$ cat config.mk
export PLATFORM = sky130hd
export DESIGN_NAME = pbsv_ctrl
export DESIGN_NICKNAME = d
export VERILOG_FILES = /design/src/hw/pbsv_pkg.sv /design/src/hw/pbsv_cmd_parse.sv /design/src/hw/pbsv_silence_timer.sv /design/src/hw/pbsv_ctrl.sv
export VERILOG_INCLUDE_DIRS = /design/src /design/src/hw
export SDC_FILE = /design/constraint.sdc
export NUM_CORES = 1
export LEC_CHECK = 0
export BUFFER_PORTS_ARGS = -buffer_cell sky130_fd_sc_hd__buf_2
export CAP_MARGIN = 30
export CORE_MARGIN = 2
export CORE_UTILIZATION = 55
export CTS_CLUSTER_DIAMETER = 50
export DETAILED_ROUTE_END_ITERATION = 10
export PLACE_DENSITY = 0.79
export SLEW_MARGIN = 10
export SYNTH_ARGS = -nofsm -noshare
export SYNTH_HDL_FRONTEND = slang
export SYNTH_SLANG_ARGS = --single-unit
$ cat constraint.sdc
create_clock -name i_core_clk -period 2.47 [get_ports i_core_clk]
set_clock_uncertainty 0.05 [all_clocks]
set_input_delay 0.494 -clock i_core_clk [delete_from_list [all_inputs] [get_ports i_core_clk]]
set_output_delay 0.494 -clock i_core_clk [all_outputs]
set_load 0.01 [all_outputs]
$ cat src/hw/pbsv_cfg.svh
`ifndef PBSV_CFG_SVH
`define PBSV_CFG_SVH

// Command opcodes, first byte
`define PBSV_OP_INSERT_SILENCE 8'h70
`define PBSV_OP_SET_REPEAT 8'h80
`define PBSV_OP_CLEAR_REPEAT 8'h90
`define PBSV_OP_COARSE_VOLUME 8'hA0
`define PBSV_OP_FINE_VOLUME 8'h08

// Field widths and positions in the second byte
`define PBSV_COARSE_W 5
`define PBSV_FINE_W 6
`define PBSV_SIL_W 8

// Reset values
`define PBSV_COARSE_RST 5'h00
`define PBSV_FINE_RST 6'h23
`define PBSV_SIL_RST 8'h04
`define PBSV_POWER_RST 1'b1

// Timing: one silence step and the core clock period
`define PBSV_SIL_STEP_NS 4000000
`define PBSV_CLK_PERIOD_NS 20

// Register offsets on the plain register port
`define PBSV_ADDR_CTRL 4'h0
`define PBSV_ADDR_STATUS 4'h1
`define PBSV_ADDR_COARSE 4'h2
`define PBSV_ADDR_FINE 4'h3
`define PBSV_ADDR_SILENCE 4'h4

// Bit positions
`define PBSV_CTRL_POWER 0
`define PBSV_ST_NCR 0
`define PBSV_ST_BUSY_N 1
`define PBSV_ST_REPEAT 2
`define PBSV_ST_SILENCE 3
`define PBSV_ST_POWER 4
`define PBSV_ST_CMD_BUSY_N 5

`endif

$ cat src/hw/pbsv_pkg.sv
package pbsv_pkg;

  // Sequencer states, one-hot
  typedef enum logic [7:0] {
    ST_IDLE       = 8'h01,
    ST_ADDR       = 8'h02,
    ST_PLAY       = 8'h04,
    ST_CHAIN      = 8'h08,
    ST_SIL_WAIT   = 8'h10,
    ST_SILENCE    = 8'h20,
    ST_SIL_QUEUED = 8'h40,
    ST_REPEAT     = 8'h80
  } pbsv_state_t;

  // Pending two-byte command in the parser
  typedef enum logic [2:0] {
    PEND_NONE    = 3'b001,
    PEND_SILENCE = 3'b010,
    PEND_COARSE  = 3'b100
  } pbsv_pend_base_t;

endpackage

$ cat src/hw/pbsv_cmd_parse.sv
`timescale 1ns/1ps
`default_nettype none
`include "pbsv_cfg.svh"

module pbsv_cmd_parse (
  // Clock and reset
  input wire logic i_core_clk,
  input wire logic i_sys_rst,
  // Command bytes from the serial transport
  input wire logic i_byte_valid,
  input wire logic i_byte_first,
  input wire logic [7:0] i_byte,
  // Decoded command pulses
  output logic o_silence_cmd,
  output logic o_set_repeat_cmd,
  output logic o_clear_repeat_cmd,
  output logic o_coarse_cmd,
  output logic o_fine_cmd,
  output logic [7:0] o_arg,
  output logic o_pending
);

  logic [2:0] pend;
  localparam logic [2:0] P_NONE = 3'h0;
  localparam logic [2:0] P_SIL = 3'h1;
  localparam logic [2:0] P_COARSE = 3'h2;
  localparam logic [2:0] P_FINE = 3'h3;

  // Opcode capture; a first byte always restarts, so a lost second byte cannot wedge the parser
  always_ff @(posedge i_core_clk) begin
    if (i_sys_rst) begin
      pend <= P_NONE;
    end else if (i_byte_valid && i_byte_first) begin
      case (i_byte)
        `PBSV_OP_INSERT_SILENCE: pend <= P_SIL;
        `PBSV_OP_COARSE_VOLUME: pend <= P_COARSE;
        `PBSV_OP_FINE_VOLUME: pend <= P_FINE;
        default: pend <= P_NONE;
      endcase
    end else if (i_byte_valid) begin
      pend <= P_NONE;
    end
  end

  // Command pulses, one cycle each, argument held beside them
  always_ff @(posedge i_core_clk) begin
    if (i_sys_rst) begin
      o_silence_cmd <= 1'b0;
      o_set_repeat_cmd <= 1'b0;
      o_clear_repeat_cmd <= 1'b0;
      o_coarse_cmd <= 1'b0;
      o_fine_cmd <= 1'b0;
      o_arg <= 8'h00;
    end else begin
      o_set_repeat_cmd <= i_byte_valid && i_byte_first && (i_byte == `PBSV_OP_SET_REPEAT);
      o_clear_repeat_cmd <= i_byte_valid && i_byte_first && (i_byte == `PBSV_OP_CLEAR_REPEAT);
      o_silence_cmd <= i_byte_valid && !i_byte_first && (pend == P_SIL);
      o_coarse_cmd <= i_byte_valid && !i_byte_first && (pend == P_COARSE);
      o_fine_cmd <= i_byte_valid && !i_byte_first && (pend == P_FINE);
      if (i_byte_valid && !i_byte_first) begin
        o_arg <= i_byte;
      end
    end
  end

  assign o_pending = (pend != P_NONE);

endmodule
`default_nettype wire

$ cat src/hw/pbsv_silence_timer.sv
`timescale 1ns/1ps
`default_nettype none
`include "pbsv_cfg.svh"

module pbsv_silence_timer #(
  parameter int STEP_CYCLES = `PBSV_SIL_STEP_NS / `PBSV_CLK_PERIOD_NS
) (
  // Clock and reset
  input wire logic i_core_clk,
  input wire logic i_sys_rst,
  // Control
  input wire logic i_start,
  input wire logic i_abort,
  input wire logic [7:0] i_len,
  // Status
  output logic o_active,
  output logic o_done
);

  logic [31:0] tick_cnt;
  logic [8:0] steps_left;

  // Length is (field + 1) steps of one silence step each
  always_ff @(posedge i_core_clk) begin
    if (i_sys_rst || i_abort) begin
      tick_cnt <= 32'h0;
      steps_left <= 9'h000;
      o_active <= 1'b0;
      o_done <= 1'b0;
    end else if (i_start) begin
      tick_cnt <= 32'(STEP_CYCLES - 1);
      steps_left <= {1'b0, i_len} + 9'h001;
      o_active <= 1'b1;
      o_done <= 1'b0;
    end else if (o_active) begin
      o_done <= 1'b0;
      if (tick_cnt != 32'h0) begin
        tick_cnt <= tick_cnt - 32'h1;
      end else if (steps_left == 9'h001) begin
        steps_left <= 9'h000;
        o_active <= 1'b0;
        o_done <= 1'b1;
      end else begin
        steps_left <= steps_left - 9'h001;
        tick_cnt <= 32'(STEP_CYCLES - 1);
      end
    end else begin
      o_done <= 1'b0;
    end
  end

endmodule
`default_nettype wire

$ cat src/hw/pbsv_ctrl.sv
// Summary of operation
// - Insert-silence is two bytes: opcode, then eight-bit silence length.
// - Silence lasts (field + 1) times 4 ms, 256 selectable steps.
// - After insert-silence, ready stays low until current phrase ends.
// - Phrase end starts silence, raises ready; PLAY then drops ready again.
// - Silence end starting queued phrase raises ready for further commands.
// - Playback-busy stays low across the whole chained sequence.
// - Ready is low while repeat mode is active.
// - Repeat mode replays current phrase until clear-repeat or STOP.
// - STOP cancels repeat mode; repeating needs a fresh set-repeat.
// - Clear-repeat leaves repeat mode and raises ready.
// - Coarse volume carries five-bit level, 00 is 0 dB, 1F mutes.
// - Coarse volume accepted regardless of ready; not while powered down.
// - Coarse level returns to 00 at reset release and power-up.
// - Fine volume carries six-bit level, 3F is +12 dB, 0E and below mute.
// - Fine level is 23 after reset, kept over STOP, reset at power-down.
// - Fine volume accepted regardless of ready; not while powered down.
`timescale 1ns/1ps
`default_nettype none
`include "pbsv_cfg.svh"

module pbsv_ctrl #(
  parameter int SIL_STEP_CYCLES = `PBSV_SIL_STEP_NS / `PBSV_CLK_PERIOD_NS
) (
  // Clock and reset
  input wire logic i_core_clk,
  input wire logic i_sys_rst,
  // Command bytes from the serial transport
  input wire logic i_byte_valid,
  input wire logic i_byte_first,
  input wire logic [7:0] i_byte,
  // Events from the phrase playback engine
  input wire logic i_play_cmd,
  input wire logic i_stop_cmd,
  input wire logic i_addr_ctrl_done,
  input wire logic i_phrase_done,
  // Register port
  input wire logic [3:0] i_reg_addr,
  input wire logic [7:0] i_reg_wdata,
  input wire logic i_reg_wr,
  input wire logic i_reg_rd,
  output logic [7:0] o_reg_rdata,
  // Status lines toward the host
  output logic o_next_command_ready,
  output logic o_playback_busy_n,
  output logic o_command_busy_n,
  // Controls toward the playback path
  output logic o_repeat_mode,
  output logic o_replay_phrase,
  output logic o_silence_active,
  output logic o_start_queued_phrase,
  output logic [4:0] o_coarse_level,
  output logic [5:0] o_fine_level
);

  pbsv_pkg::pbsv_state_t state;
  pbsv_pkg::pbsv_state_t next_state;

  logic silence_cmd;
  logic set_repeat_cmd;
  logic clear_repeat_cmd;
  logic coarse_cmd;
  logic fine_cmd;
  logic [7:0] cmd_arg;
  logic parse_pending;
  logic powered;
  logic power_up_evt;
  logic power_down_evt;
  logic [7:0] silence_len;
  logic sil_start;
  logic sil_active;
  logic sil_done;
  logic sil_abort;
  logic [7:0] status_byte;

  // Ready and playback-busy are pure functions of the sequencer state
  function automatic logic ready_of(input pbsv_pkg::pbsv_state_t s);
    unique case (s)
      pbsv_pkg::ST_IDLE: ready_of = 1'b1;
      pbsv_pkg::ST_PLAY: ready_of = 1'b1;
      pbsv_pkg::ST_SILENCE: ready_of = 1'b1;
      default: ready_of = 1'b0;
    endcase
  endfunction

  // Byte assembly for this command group
  pbsv_cmd_parse u_parse (
    .i_core_clk(i_core_clk),
    .i_sys_rst(i_sys_rst),
    .i_byte_valid(i_byte_valid),
    .i_byte_first(i_byte_first),
    .i_byte(i_byte),
    .o_silence_cmd(silence_cmd),
    .o_set_repeat_cmd(set_repeat_cmd),
    .o_clear_repeat_cmd(clear_repeat_cmd),
    .o_coarse_cmd(coarse_cmd),
    .o_fine_cmd(fine_cmd),
    .o_arg(cmd_arg),
    .o_pending(parse_pending)
  );

  // Silence duration counter
  pbsv_silence_timer #(
    .STEP_CYCLES(SIL_STEP_CYCLES)
  ) u_timer (
    .i_core_clk(i_core_clk),
    .i_sys_rst(i_sys_rst),
    .i_start(sil_start),
    .i_abort(sil_abort),
    .i_len(silence_len),
    .o_active(sil_active),
    .o_done(sil_done)
  );

  // Silence starts on the phrase end that follows an accepted insert-silence
  assign sil_start = (state == pbsv_pkg::ST_SIL_WAIT) && i_phrase_done && !i_stop_cmd && powered;

  // Power-down ends the sequence like STOP, so a running silence must not outlive it
  assign sil_abort = i_stop_cmd || !powered;

  // Power state, software controlled; transitions give one-cycle events
  // Rewriting the same power value raises no event, so stored levels survive it
  always_ff @(posedge i_core_clk) begin
    if (i_sys_rst) begin
      powered <= `PBSV_POWER_RST;
      power_up_evt <= 1'b0;
      power_down_evt <= 1'b0;
    end else begin
      power_up_evt <= 1'b0;
      power_down_evt <= 1'b0;
      if (i_reg_wr && i_reg_addr == `PBSV_ADDR_CTRL) begin
        powered <= i_reg_wdata[`PBSV_CTRL_POWER];
        power_up_evt <= i_reg_wdata[`PBSV_CTRL_POWER] && !powered;
        power_down_evt <= !i_reg_wdata[`PBSV_CTRL_POWER] && powered;
      end
    end
  end

  // Sequencer next state; STOP wins over every other event
  always_comb begin
    next_state = state;
    if (i_stop_cmd) begin
      next_state = pbsv_pkg::ST_IDLE;
    end else if (!powered) begin
      // Powered down: every playback command is dropped without side effects
      next_state = pbsv_pkg::ST_IDLE;
    end else begin
      unique case (state)
        pbsv_pkg::ST_IDLE: begin
          if (i_play_cmd) begin
            next_state = pbsv_pkg::ST_ADDR;
          end
        end
        pbsv_pkg::ST_ADDR: begin
          if (i_addr_ctrl_done) begin
            next_state = pbsv_pkg::ST_PLAY;
          end
        end
        pbsv_pkg::ST_PLAY: begin
          if (i_phrase_done) begin
            next_state = pbsv_pkg::ST_IDLE;
          end else if (silence_cmd) begin
            next_state = pbsv_pkg::ST_SIL_WAIT;
          end else if (set_repeat_cmd) begin
            next_state = pbsv_pkg::ST_REPEAT;
          end else if (i_play_cmd) begin
            next_state = pbsv_pkg::ST_CHAIN;
          end
        end
        pbsv_pkg::ST_CHAIN: begin
          if (i_phrase_done) begin
            next_state = pbsv_pkg::ST_ADDR;
          end
        end
        pbsv_pkg::ST_SIL_WAIT: begin
          if (i_phrase_done) begin
            next_state = pbsv_pkg::ST_SILENCE;
          end
        end
        pbsv_pkg::ST_SILENCE: begin
          if (sil_done) begin
            next_state = i_play_cmd ? pbsv_pkg::ST_PLAY : pbsv_pkg::ST_IDLE;
          end else if (i_play_cmd) begin
            next_state = pbsv_pkg::ST_SIL_QUEUED;
          end
        end
        pbsv_pkg::ST_SIL_QUEUED: begin
          if (sil_done) begin
            next_state = pbsv_pkg::ST_PLAY;
          end
        end
        pbsv_pkg::ST_REPEAT: begin
          if (clear_repeat_cmd) begin
            next_state = pbsv_pkg::ST_PLAY;
          end
        end
        default: next_state = pbsv_pkg::ST_IDLE;
      endcase
    end
  end

  // Sequencer state register
  always_ff @(posedge i_core_clk) begin
    if (i_sys_rst) begin
      state <= pbsv_pkg::ST_IDLE;
    end else begin
      state <= next_state;
    end
  end

  // Host-facing status lines, registered from the next state so they track it without lag
  always_ff @(posedge i_core_clk) begin
    if (i_sys_rst) begin
      o_next_command_ready <= 1'b1;
      o_playback_busy_n <= 1'b1;
      o_command_busy_n <= 1'b1;
    end else begin
      o_next_command_ready <= ready_of(next_state);
      o_playback_busy_n <= (next_state == pbsv_pkg::ST_IDLE);
      o_command_busy_n <= !(next_state == pbsv_pkg::ST_ADDR) && !parse_pending;
    end
  end

  // Playback path controls; a replay pulse restarts the phrase at each end in repeat mode
  always_ff @(posedge i_core_clk) begin
    if (i_sys_rst) begin
      o_repeat_mode <= 1'b0;
      o_replay_phrase <= 1'b0;
      o_silence_active <= 1'b0;
      o_start_queued_phrase <= 1'b0;
    end else begin
      o_repeat_mode <= (next_state == pbsv_pkg::ST_REPEAT);
      o_replay_phrase <= (state == pbsv_pkg::ST_REPEAT) && i_phrase_done && !i_stop_cmd
                         && !clear_repeat_cmd && powered;
      o_silence_active <= sil_start || (sil_active && !sil_done && !sil_abort);
      o_start_queued_phrase <= (next_state == pbsv_pkg::ST_PLAY)
                               && (state == pbsv_pkg::ST_SILENCE || state == pbsv_pkg::ST_SIL_QUEUED);
    end
  end

  // Silence length latched on an insert-silence in PLAY before phrase end while powered, even one that STOP cancels
  always_ff @(posedge i_core_clk) begin
    if (i_sys_rst) begin
      silence_len <= `PBSV_SIL_RST;
    end else if (silence_cmd && powered && state == pbsv_pkg::ST_PLAY && !i_phrase_done) begin
      silence_len <= cmd_arg;
    end
  end

  // Coarse level: any state, ready or not, but not while powered down
  always_ff @(posedge i_core_clk) begin
    if (i_sys_rst || power_up_evt) begin
      o_coarse_level <= `PBSV_COARSE_RST;
    end else if (coarse_cmd && powered) begin
      o_coarse_level <= cmd_arg[`PBSV_COARSE_W-1:0];
    end
  end

  // Fine level: kept over STOP, reinitialised by power-down
  always_ff @(posedge i_core_clk) begin
    if (i_sys_rst || power_down_evt) begin
      o_fine_level <= `PBSV_FINE_RST;
    end else if (fine_cmd && powered) begin
      o_fine_level <= cmd_arg[`PBSV_FINE_W-1:0];
    end
  end

  // Status word for software
  always_comb begin
    status_byte = 8'h00;
    status_byte[`PBSV_ST_NCR] = o_next_command_ready;
    status_byte[`PBSV_ST_BUSY_N] = o_playback_busy_n;
    status_byte[`PBSV_ST_REPEAT] = o_repeat_mode;
    status_byte[`PBSV_ST_SILENCE] = o_silence_active;
    status_byte[`PBSV_ST_POWER] = powered;
    status_byte[`PBSV_ST_CMD_BUSY_N] = o_command_busy_n;
  end

  // Read data stands only in the cycle after the strobe; unmapped reads return zero
  always_ff @(posedge i_core_clk) begin
    if (i_sys_rst) begin
      o_reg_rdata <= 8'h00;
    end else if (i_reg_rd) begin
      unique case (i_reg_addr)
        `PBSV_ADDR_CTRL: o_reg_rdata <= {7'h00, powered};
        `PBSV_ADDR_STATUS: o_reg_rdata <= status_byte;
        `PBSV_ADDR_COARSE: o_reg_rdata <= {3'h0, o_coarse_level};
        `PBSV_ADDR_FINE: o_reg_rdata <= {2'h0, o_fine_level};
        `PBSV_ADDR_SILENCE: o_reg_rdata <= silence_len;
        default: o_reg_rdata <= 8'h00;
      endcase
    end else begin
      o_reg_rdata <= 8'h00;
    end
  end

endmodule
`default_nettype wire

==> reports/summary.txt, run 1 <==
DRC Markers = 0
Post-CTS Hold Buffers = 0
Vert. Die Dim = 98.6 um
reg2reg setup slack = 0.17 ns
Total GRT Usage = 0.247
Worst-Skew Late Latency = 0.37 ns
total gr overflow = 0
VDD IR max = 0.256 mV
Worst Path Required = 2.64 ns
CP peak stage delay = 0.43 ns
H-Tree Depth = 3
Seq/Total Area, Yosys = 0.419
most frequent cells in the layout = dfxtp_1 (103), nor2_1 (73), nand2_1 (55)
Mapped Cells = 577
Routed WL per cell = 16.1 um
initial antenna violation count = 0
Slowest cell on crit path = dfxtp_1
area leader, netlist = dfxtp_1
Port Buffers = 48
Max Slew Vio Count = 0
Final Critical Period = 2.30 ns
share of flip-flops with an asynchronous set or reset = 0
post-route ant nets = 0
GPL Wtd Cong = 0.919
Syn-to-layout area delta = 12.6%
total internal power = 2110 uW
pwr/cell area = 514 nW/um^2
Fmax = 434 MHz
TritonCTS clock tree = yes
MaxCap Viol Count = 0
dpl ws = 0.112 ns
CTS max path bufs = 2
Row Count = 34
clock sink count = 103
crit-path max FO = 8
WL final = 12.0 mm
Comb power frac = 0.047
Yosys reg bits = 103
Initial Utilization = 0.567
Slew headroom = 0.615
EDFF count, synth = 0
Fin. Hold Viols = 0
most common cell after layout, fill and taps aside = dfxtp_1
Clk pin slew, worst setup/hold paths = 0.11 ns
RSZ-0062 raised after global routing = no
drt initial violations = 256
NumNets Final = 666
post-CTS setup buffers = 0
CTS root buf = clkbuf_8
die area = 9720 sq um
critical path class = reg2reg
Seq pwr share = 0.592
ys flop type = dfxtp_1
cell leakage power = 0.00220 uW
Synth top area share = 0.419
min-delay worst type = in2reg
Mapped Area = 4920 sq um
largest net degree at the start of global routing = 31
CTS buffer count = 9
drt pass-1 iters = 6
crit path DAT = 2.47 ns
Chip Width = 98.6 um
first-pass GRT wire length = 19.8 mm
layout cells sized above 1 = 0.160
# IOs = 56
Worst Tran Pin Value = 0.571 ns
Clk pwr share = 0.361
setup TNS = 0 ns
CP startpoint kind = flop
CORE AREA = 8680 sq um
Net Count, Synth = 611
Vias = 4461
Inserted Diodes = 0
Vias/cell = 5.99
Post-CTS Resized = 0
Switching Fraction = 0.259
Post-Syn Area per Cell = 8.53 sq um
top cells by area, synth = dfxtp_1 (42%), nor2_1 (5.6%), nand2_1 (4.2%)
setup violators final = 0
vias in the first global route = 4216
setup slack after layout = 0.167 ns
fin crit share = 0.932
NetSw = 737 uW
crit end category = flop
synth warn = 0
status = complete, no violations
count of different cell masters after synthesis = 59
CP Cell Sequence = inv_1 > ha_1 > nor3b_2 > nand4_1 > o41ai_4 > buf_4 > nor4_1 > xnor2_1 > o21ai_1
DPL Wire Length = 8.89 mm
==> state kept, by name, indices dropped and copies added, names as in the netlist, 2 cells and up <==
register / flops
u_parse.pend: 2
o_reg_rdata: 8
o_coarse_level: 5
u_timer.tick_cnt: 32
o_fine_level: 6
u_timer.steps_left: 9
u_parse.o_arg: 8
silence_len: 8
state: 8
==> metrics by stage <==
stage          total power (uW)  utilization  area (sq um)  instances  hold WS (ns)
5_1_grt                    2940        0.639          5540        745         0.237
4_1_cts                    2860        0.637          5530        745         0.241
3_3_place_gp               1850        0.616          5340        729         0.408
6_report                   2850        0.639          5540        745         0.252
3_5_place_dp               1860        0.616          5340        729         0.412
2_1_floorplan              1800            -          4920        577         0.373
==> metal layers <==
layer | part of all wire | up-vias | global-route usage | routed length [um]
met4 | 0.018 | 0 | 0.0759 | 216
li1 | - | 2209 | - | -
met2 | 0.48 | 148 | 0.412 | 5750
met5 | 0 | - | 0 | 0
met3 | 0.050 | 22 | 0.0454 | 595
met1 | 0.45 | 2082 | 0.327 | 5440
==> synth_stat cells, types with 3 or more instances <==
master    count
nand4_1       8
a21oi_1      24
ha_1          4
nor4_4        3
nor3b_1       4
nor3_1       35
nor4_2        5
and4_1        4
clkbuf_1     17
or3_1         7
mux2i_1      20
nand2_1      55
nor2_1       73
a22oi_1       5
nand3_1      25
nor2b_1       6
and3_1        8
nand2b_1      7
inv_1        16
buf_2         5
a221oi_1      7
o31ai_1       3
o21ai_0      31
nor4_1       13
a31oi_1       7
dfxtp_1     103
or4_1         3
xor2_1       17
xnor2_1      17
nor4b_1       6
and2_1        3
==> worst max-delay path: cells and delay by family, from the launching register on <==
| kind | cells | cell delay, ns |
|---|---|---|
| AO/OA/AOI/OAI | 2 | 0.19 |
| flip-flops | 1 | 0.43 |
| buffers and inverters | 2 | 0.26 |
| adder cells (fa/ha/maj) | 1 | 0.22 |
| AND/OR/NAND/NOR | 3 | 0.83 |
| XOR/XNOR | 1 | 0.18 |
==> power by group through the flow <==
stage | Combinational [uW] | Sequential [uW] | Clock (uW)
detailed placement | 133 | 1720 | 0
floorplan | 77.4 | 1720 | 0
finish | 135 | 1680 | 1030
global route | 149 | 1690 | 1110
global placement | 131 | 1720 | 0
CTS | 133 | 1680 | 1040
==> cell families (layout without fill, tap and decap cells) <==
logic type,count (synthesis),in the layout,share of synthesized area
multiplexers,21,21,0.0430
flip-flops,103,103,0.419
XOR/XNOR,34,34,0.0605
AND/OR/NAND/NOR,278,278,0.306
buffers and inverters,38,98,0.0303
AO/OA/AOI/OAI,99,99,0.131
adder cells (fa/ha/maj),4,4,0.0102
==> layout make-up <==
cell class | instances | area, sq um
clock buffer | 9 | 124
clock inverter | 7 | 62.6
fill | 747 | 3140
inverter | 16 | 60.1
multi-input combinational | 436 | 2720
sequential | 103 | 2060
tap | 108 | 135
timing repair buffer | 66 | 375
==> worst paths after layout <==
check                              startpoint                           endpoint  cells past startpoint
min                            i_reg_wdata[0]          power_down_evt$_SDFF_PP0_                      2
max          u_timer.tick_cnt[0]$_SDFFE_PP0P_  u_timer.tick_cnt[17]$_SDFFE_PP0P_                      9
min reg2reg      u_parse.pend[0]$_SDFFE_PP0P_    u_parse.o_coarse_cmd$_SDFF_PP0_                      1
max reg2reg  u_timer.tick_cnt[0]$_SDFFE_PP0P_  u_timer.tick_cnt[17]$_SDFFE_PP0P_                      9
No activity file was read; power rests on OpenSTA's default activity.
==> run 2, diff against run 1 <==
ABC_AREA = 1   (was default)
PLACE_DENSITY = 0.78   (was 0.79)
clock period = 3 ns   (was 2.47 ns; I/O delays follow)
==> reports/summary.txt, run 2 <==
Clk pin slew, worst setup/hold paths = 0.10 ns (about the same)
Fin. Hold Viols = 0 (unchanged)
count of different cell masters after synthesis = 40 (-32%)
drt initial violations = 341 (+33%)
crit end category = flop
Post-Syn Area per Cell = 6.48 sq um (-24%)
Final Critical Period = 2.22 ns (-0.0822 ns)
Total GRT Usage = 0.259 (+0.0125)
VDD IR max = 0.378 mV (+48%)
Largest regs = u_timer.tick_cnt x32, u_timer.steps_left x9
Mapped Area = 5550 sq um (+13%)
setup violators final = 0 (unchanged)
Worst Path Required = 3.22 ns (+0.58 ns)
RSZ-0062 raised after global routing = no
post-CTS setup buffers = 0 (unchanged)
ys flop type = dfxtp_1
top cells by area, synth = dfxtp_1 (37%), nor2_1 (12%), nand2_1 (12%)
Vias/cell = 5.26 (-12%)
max FFs per register = 32 (unchanged)
H-Tree Depth = 3 (unchanged)
setup TNS = 0 ns (unchanged)
r2r startpoint = u_timer.tick_cnt[0]$_SDFFE_PP0P_
Post-CTS Hold Buffers = 0 (unchanged)
layout cells sized above 1 = 0.111 (-0.0491)
most frequent cells after synthesis = nor2_1 (184), nand2_1 (177), dfxtp_1 (103), inv_1 (97), nand3_1 (57)
Slew headroom = 0.665 (+0.0493)
first-pass GRT wire length = 23.2 mm (+17%)
hold path endpoint = power_down_evt$_SDFF_PP0_
MaxCap Viol Count = 0 (unchanged)
Row Count = 36 (+5.9%)
share of flip-flops with an asynchronous set or reset = 0 (unchanged)
hold path start = i_reg_wdata[0]
Synth Area in Compound Gates = 0.128 (-0.00313)
synth warn = 0 (unchanged)
CTS buffer count = 9 (unchanged)
Seq/Total Area, Yosys = 0.372 (-0.0474)
Worst-Skew Late Latency = 0.38 ns (about the same)
post-route ant nets = 0 (unchanged)
Post-CTS Resized = 0 (unchanged)
Chip Width = 104 um (+5.9%)
most common cell after layout, fill and taps aside = nor2_1
EDFF count, synth = 0 (unchanged)
NumNets Final = 939 (+41%)
clock sink count = 103 (unchanged)
Net Count, Synth = 890 (+46%)
worst reg2reg path depth = 11 (+2)
Routed WL per cell = 13.0 um (-19%)
reg-to-reg endpoint = u_timer.tick_cnt[16]$_SDFFE_PP0P_
CTS max path bufs = 2 (unchanged)
main combinational cell family by area after synthesis = simple AND/OR/NAND/NOR gates
min-delay worst type = in2reg
adder-cell share of the synthesized area = 0.00902 (-0.00115)
Most flops, register = u_timer.tick_cnt
hold path cells = 2 (unchanged)
Hold Worst Slack = 0.358 ns (+0.106 ns)
die area = 10900 sq um (+12%)
Worst Tran Pin Value = 0.501 ns (-0.0697 ns)
WL final = 13.6 mm (+13%)
fin crit share = 0.740 (-0.192)
most common cell in the netlist = nor2_1
total gr overflow = 0 (unchanged)
mux contribution to synthesized area = 0 (-0.0430)
dpl ws = 0.663 ns (+0.552 ns)
Syn-to-layout area delta = 10.3%
Initial Utilization = 0.568 (+0.000675)
CP startpoint kind = flop
critical path class = reg2reg
CORE AREA = 9770 sq um (+13%)
DRC Markers = 0 (unchanged)
Simple-Gate Fraction of Synth Area = 0.383 (+0.0774)
setup slack after layout = 0.780 ns (+0.612 ns)
Fmax = 450 MHz (+3.7%)
Final Util = 0.626 (-0.0126)
largest net degree at the start of global routing = 21 (-32%)
drt pass-1 iters = 5 (-1)
reg2reg setup slack = 0.78 ns (+0.61 ns)
DPL Wire Length = 10.2 mm (+15%)
Mapped Cells = 856 (+48%)
status = complete, no violations
Port Buffers = 48 (unchanged)
Vias = 5491 (+23%)
most frequent cells in the layout = nor2_1 (184), nand2_1 (177), dfxtp_1 (103)
TritonCTS clock tree = yes
pwr/cell area = 401 nW/um^2 (-22%)
initial antenna violation count = 0 (unchanged)
Yosys reg bits = 103 (unchanged)
crit-path max FO = 20 (+12)
area leader, netlist = dfxtp_1
vias in the first global route = 5055 (+20%)
Synth top area share = 0.372 (-0.0474)
# IOs = 56 (unchanged)
Max Slew Vio Count = 0 (unchanged)
crit path DAT = 2.44 ns (-0.03 ns)
CTS root buf = clkbuf_8
cell leakage power = 0.00280 uW (+27%)
Vert. Die Dim = 104 um (+5.9%)
GPL Wtd Cong = 1.06 (+15%)
Inserted Diodes = 0 (unchanged)
XOR/XNOR Fraction of Synth Area = 0.0221 (-0.0384)
## run 2: kinds of logic (layout without fill, tap and decap cells)
family	count (synthesis)	after routing
AOI/OAI and AO/OA	129	129
xor gates and xnor gates	14	14
adders and majority gates	4	4
buffers and inverters	119	173
DFF	103	103
and+or+nand+nor	487	487
## run 2: routing by layer
| layer | wire (um) | share of wire | track usage | vias up |
|---|---|---|---|---|
| li1 | - | - | - | 2860 |
| met1 | 5970 | 0.44 | 0.315 | 2445 |
| met2 | 6500 | 0.48 | 0.445 | 154 |
| met3 | 693 | 0.051 | 0.0476 | 32 |
| met4 | 447 | 0.033 | 0.115 | 0 |
| met5 | 0 | 0 | 0 | - |
## run 2: through the flow
stage	power (uW)	area [sq um]	std cells
after CTS	2460	6120	1043
after floorplan	1500	5550	856
final	2450	6120	1043
after global placement	1550	5910	1027
after global routing	2540	6120	1043
after detailed placement	1550	5910	1027
## run 2: how the worst max path moves through the flow
stage	cells past startpoint	to	from	slack, ns
after CTS	11	u_timer.tick_cnt[16]$_SDFFE_PP0P_	u_timer.tick_cnt[0]$_SDFFE_PP0P_	0.80
after global routing	11	u_timer.tick_cnt[5]$_SDFFE_PP0P_	u_timer.tick_cnt[0]$_SDFFE_PP0P_	0.59
final	11	u_timer.tick_cnt[16]$_SDFFE_PP0P_	u_timer.tick_cnt[0]$_SDFFE_PP0P_	0.78
after detailed placement	10	u_timer.tick_cnt[5]$_SDFFE_PP0P_	i_stop_cmd	0.66
after global placement	10	u_timer.tick_cnt[5]$_SDFFE_PP0P_	i_stop_cmd	0.71
after floorplan	12	u_timer.tick_cnt[16]$_SDFFE_PP0P_	u_timer.tick_cnt[0]$_SDFFE_PP0P_	1.17
## run 2: final cells by class
cell class                      count  area, sq um
Fill cell                         962         3660
Multi-Input combinational cell    634         3010
Sequential cell                   103         2060
Inverter                          104          390
Timing Repair Buffer               53          278
Tap cell                          133          166
Clock buffer                       10          138
Clock inverter                      6         73.8
## run 2: report_power, final
group / leakage (uW) / total (uW) / internal (uW) / switching (uW)
clock: 0.000107 / 934 / 422 / 512
combinational: 0.00186 / 129 / 40.6 / 88.5
sequential: 0.000832 / 1390 / 1380 / 10.8
total: 0.00280 / 2450 / 1840 / 612
## run 2: critical path, stage by stage, from the launching register on
cell and delay, ns:
dfxtp_1 0.31, inv_1 0.10, ha_1 0.34, nand2_4 0.15, nor2_8 0.16, nand2_2 0.10
nor2_8 0.26, nand2_4 0.11, nand2_4 0.24, nand2_4 0.12, o21ai_1 0.14, nor2_1 0.05
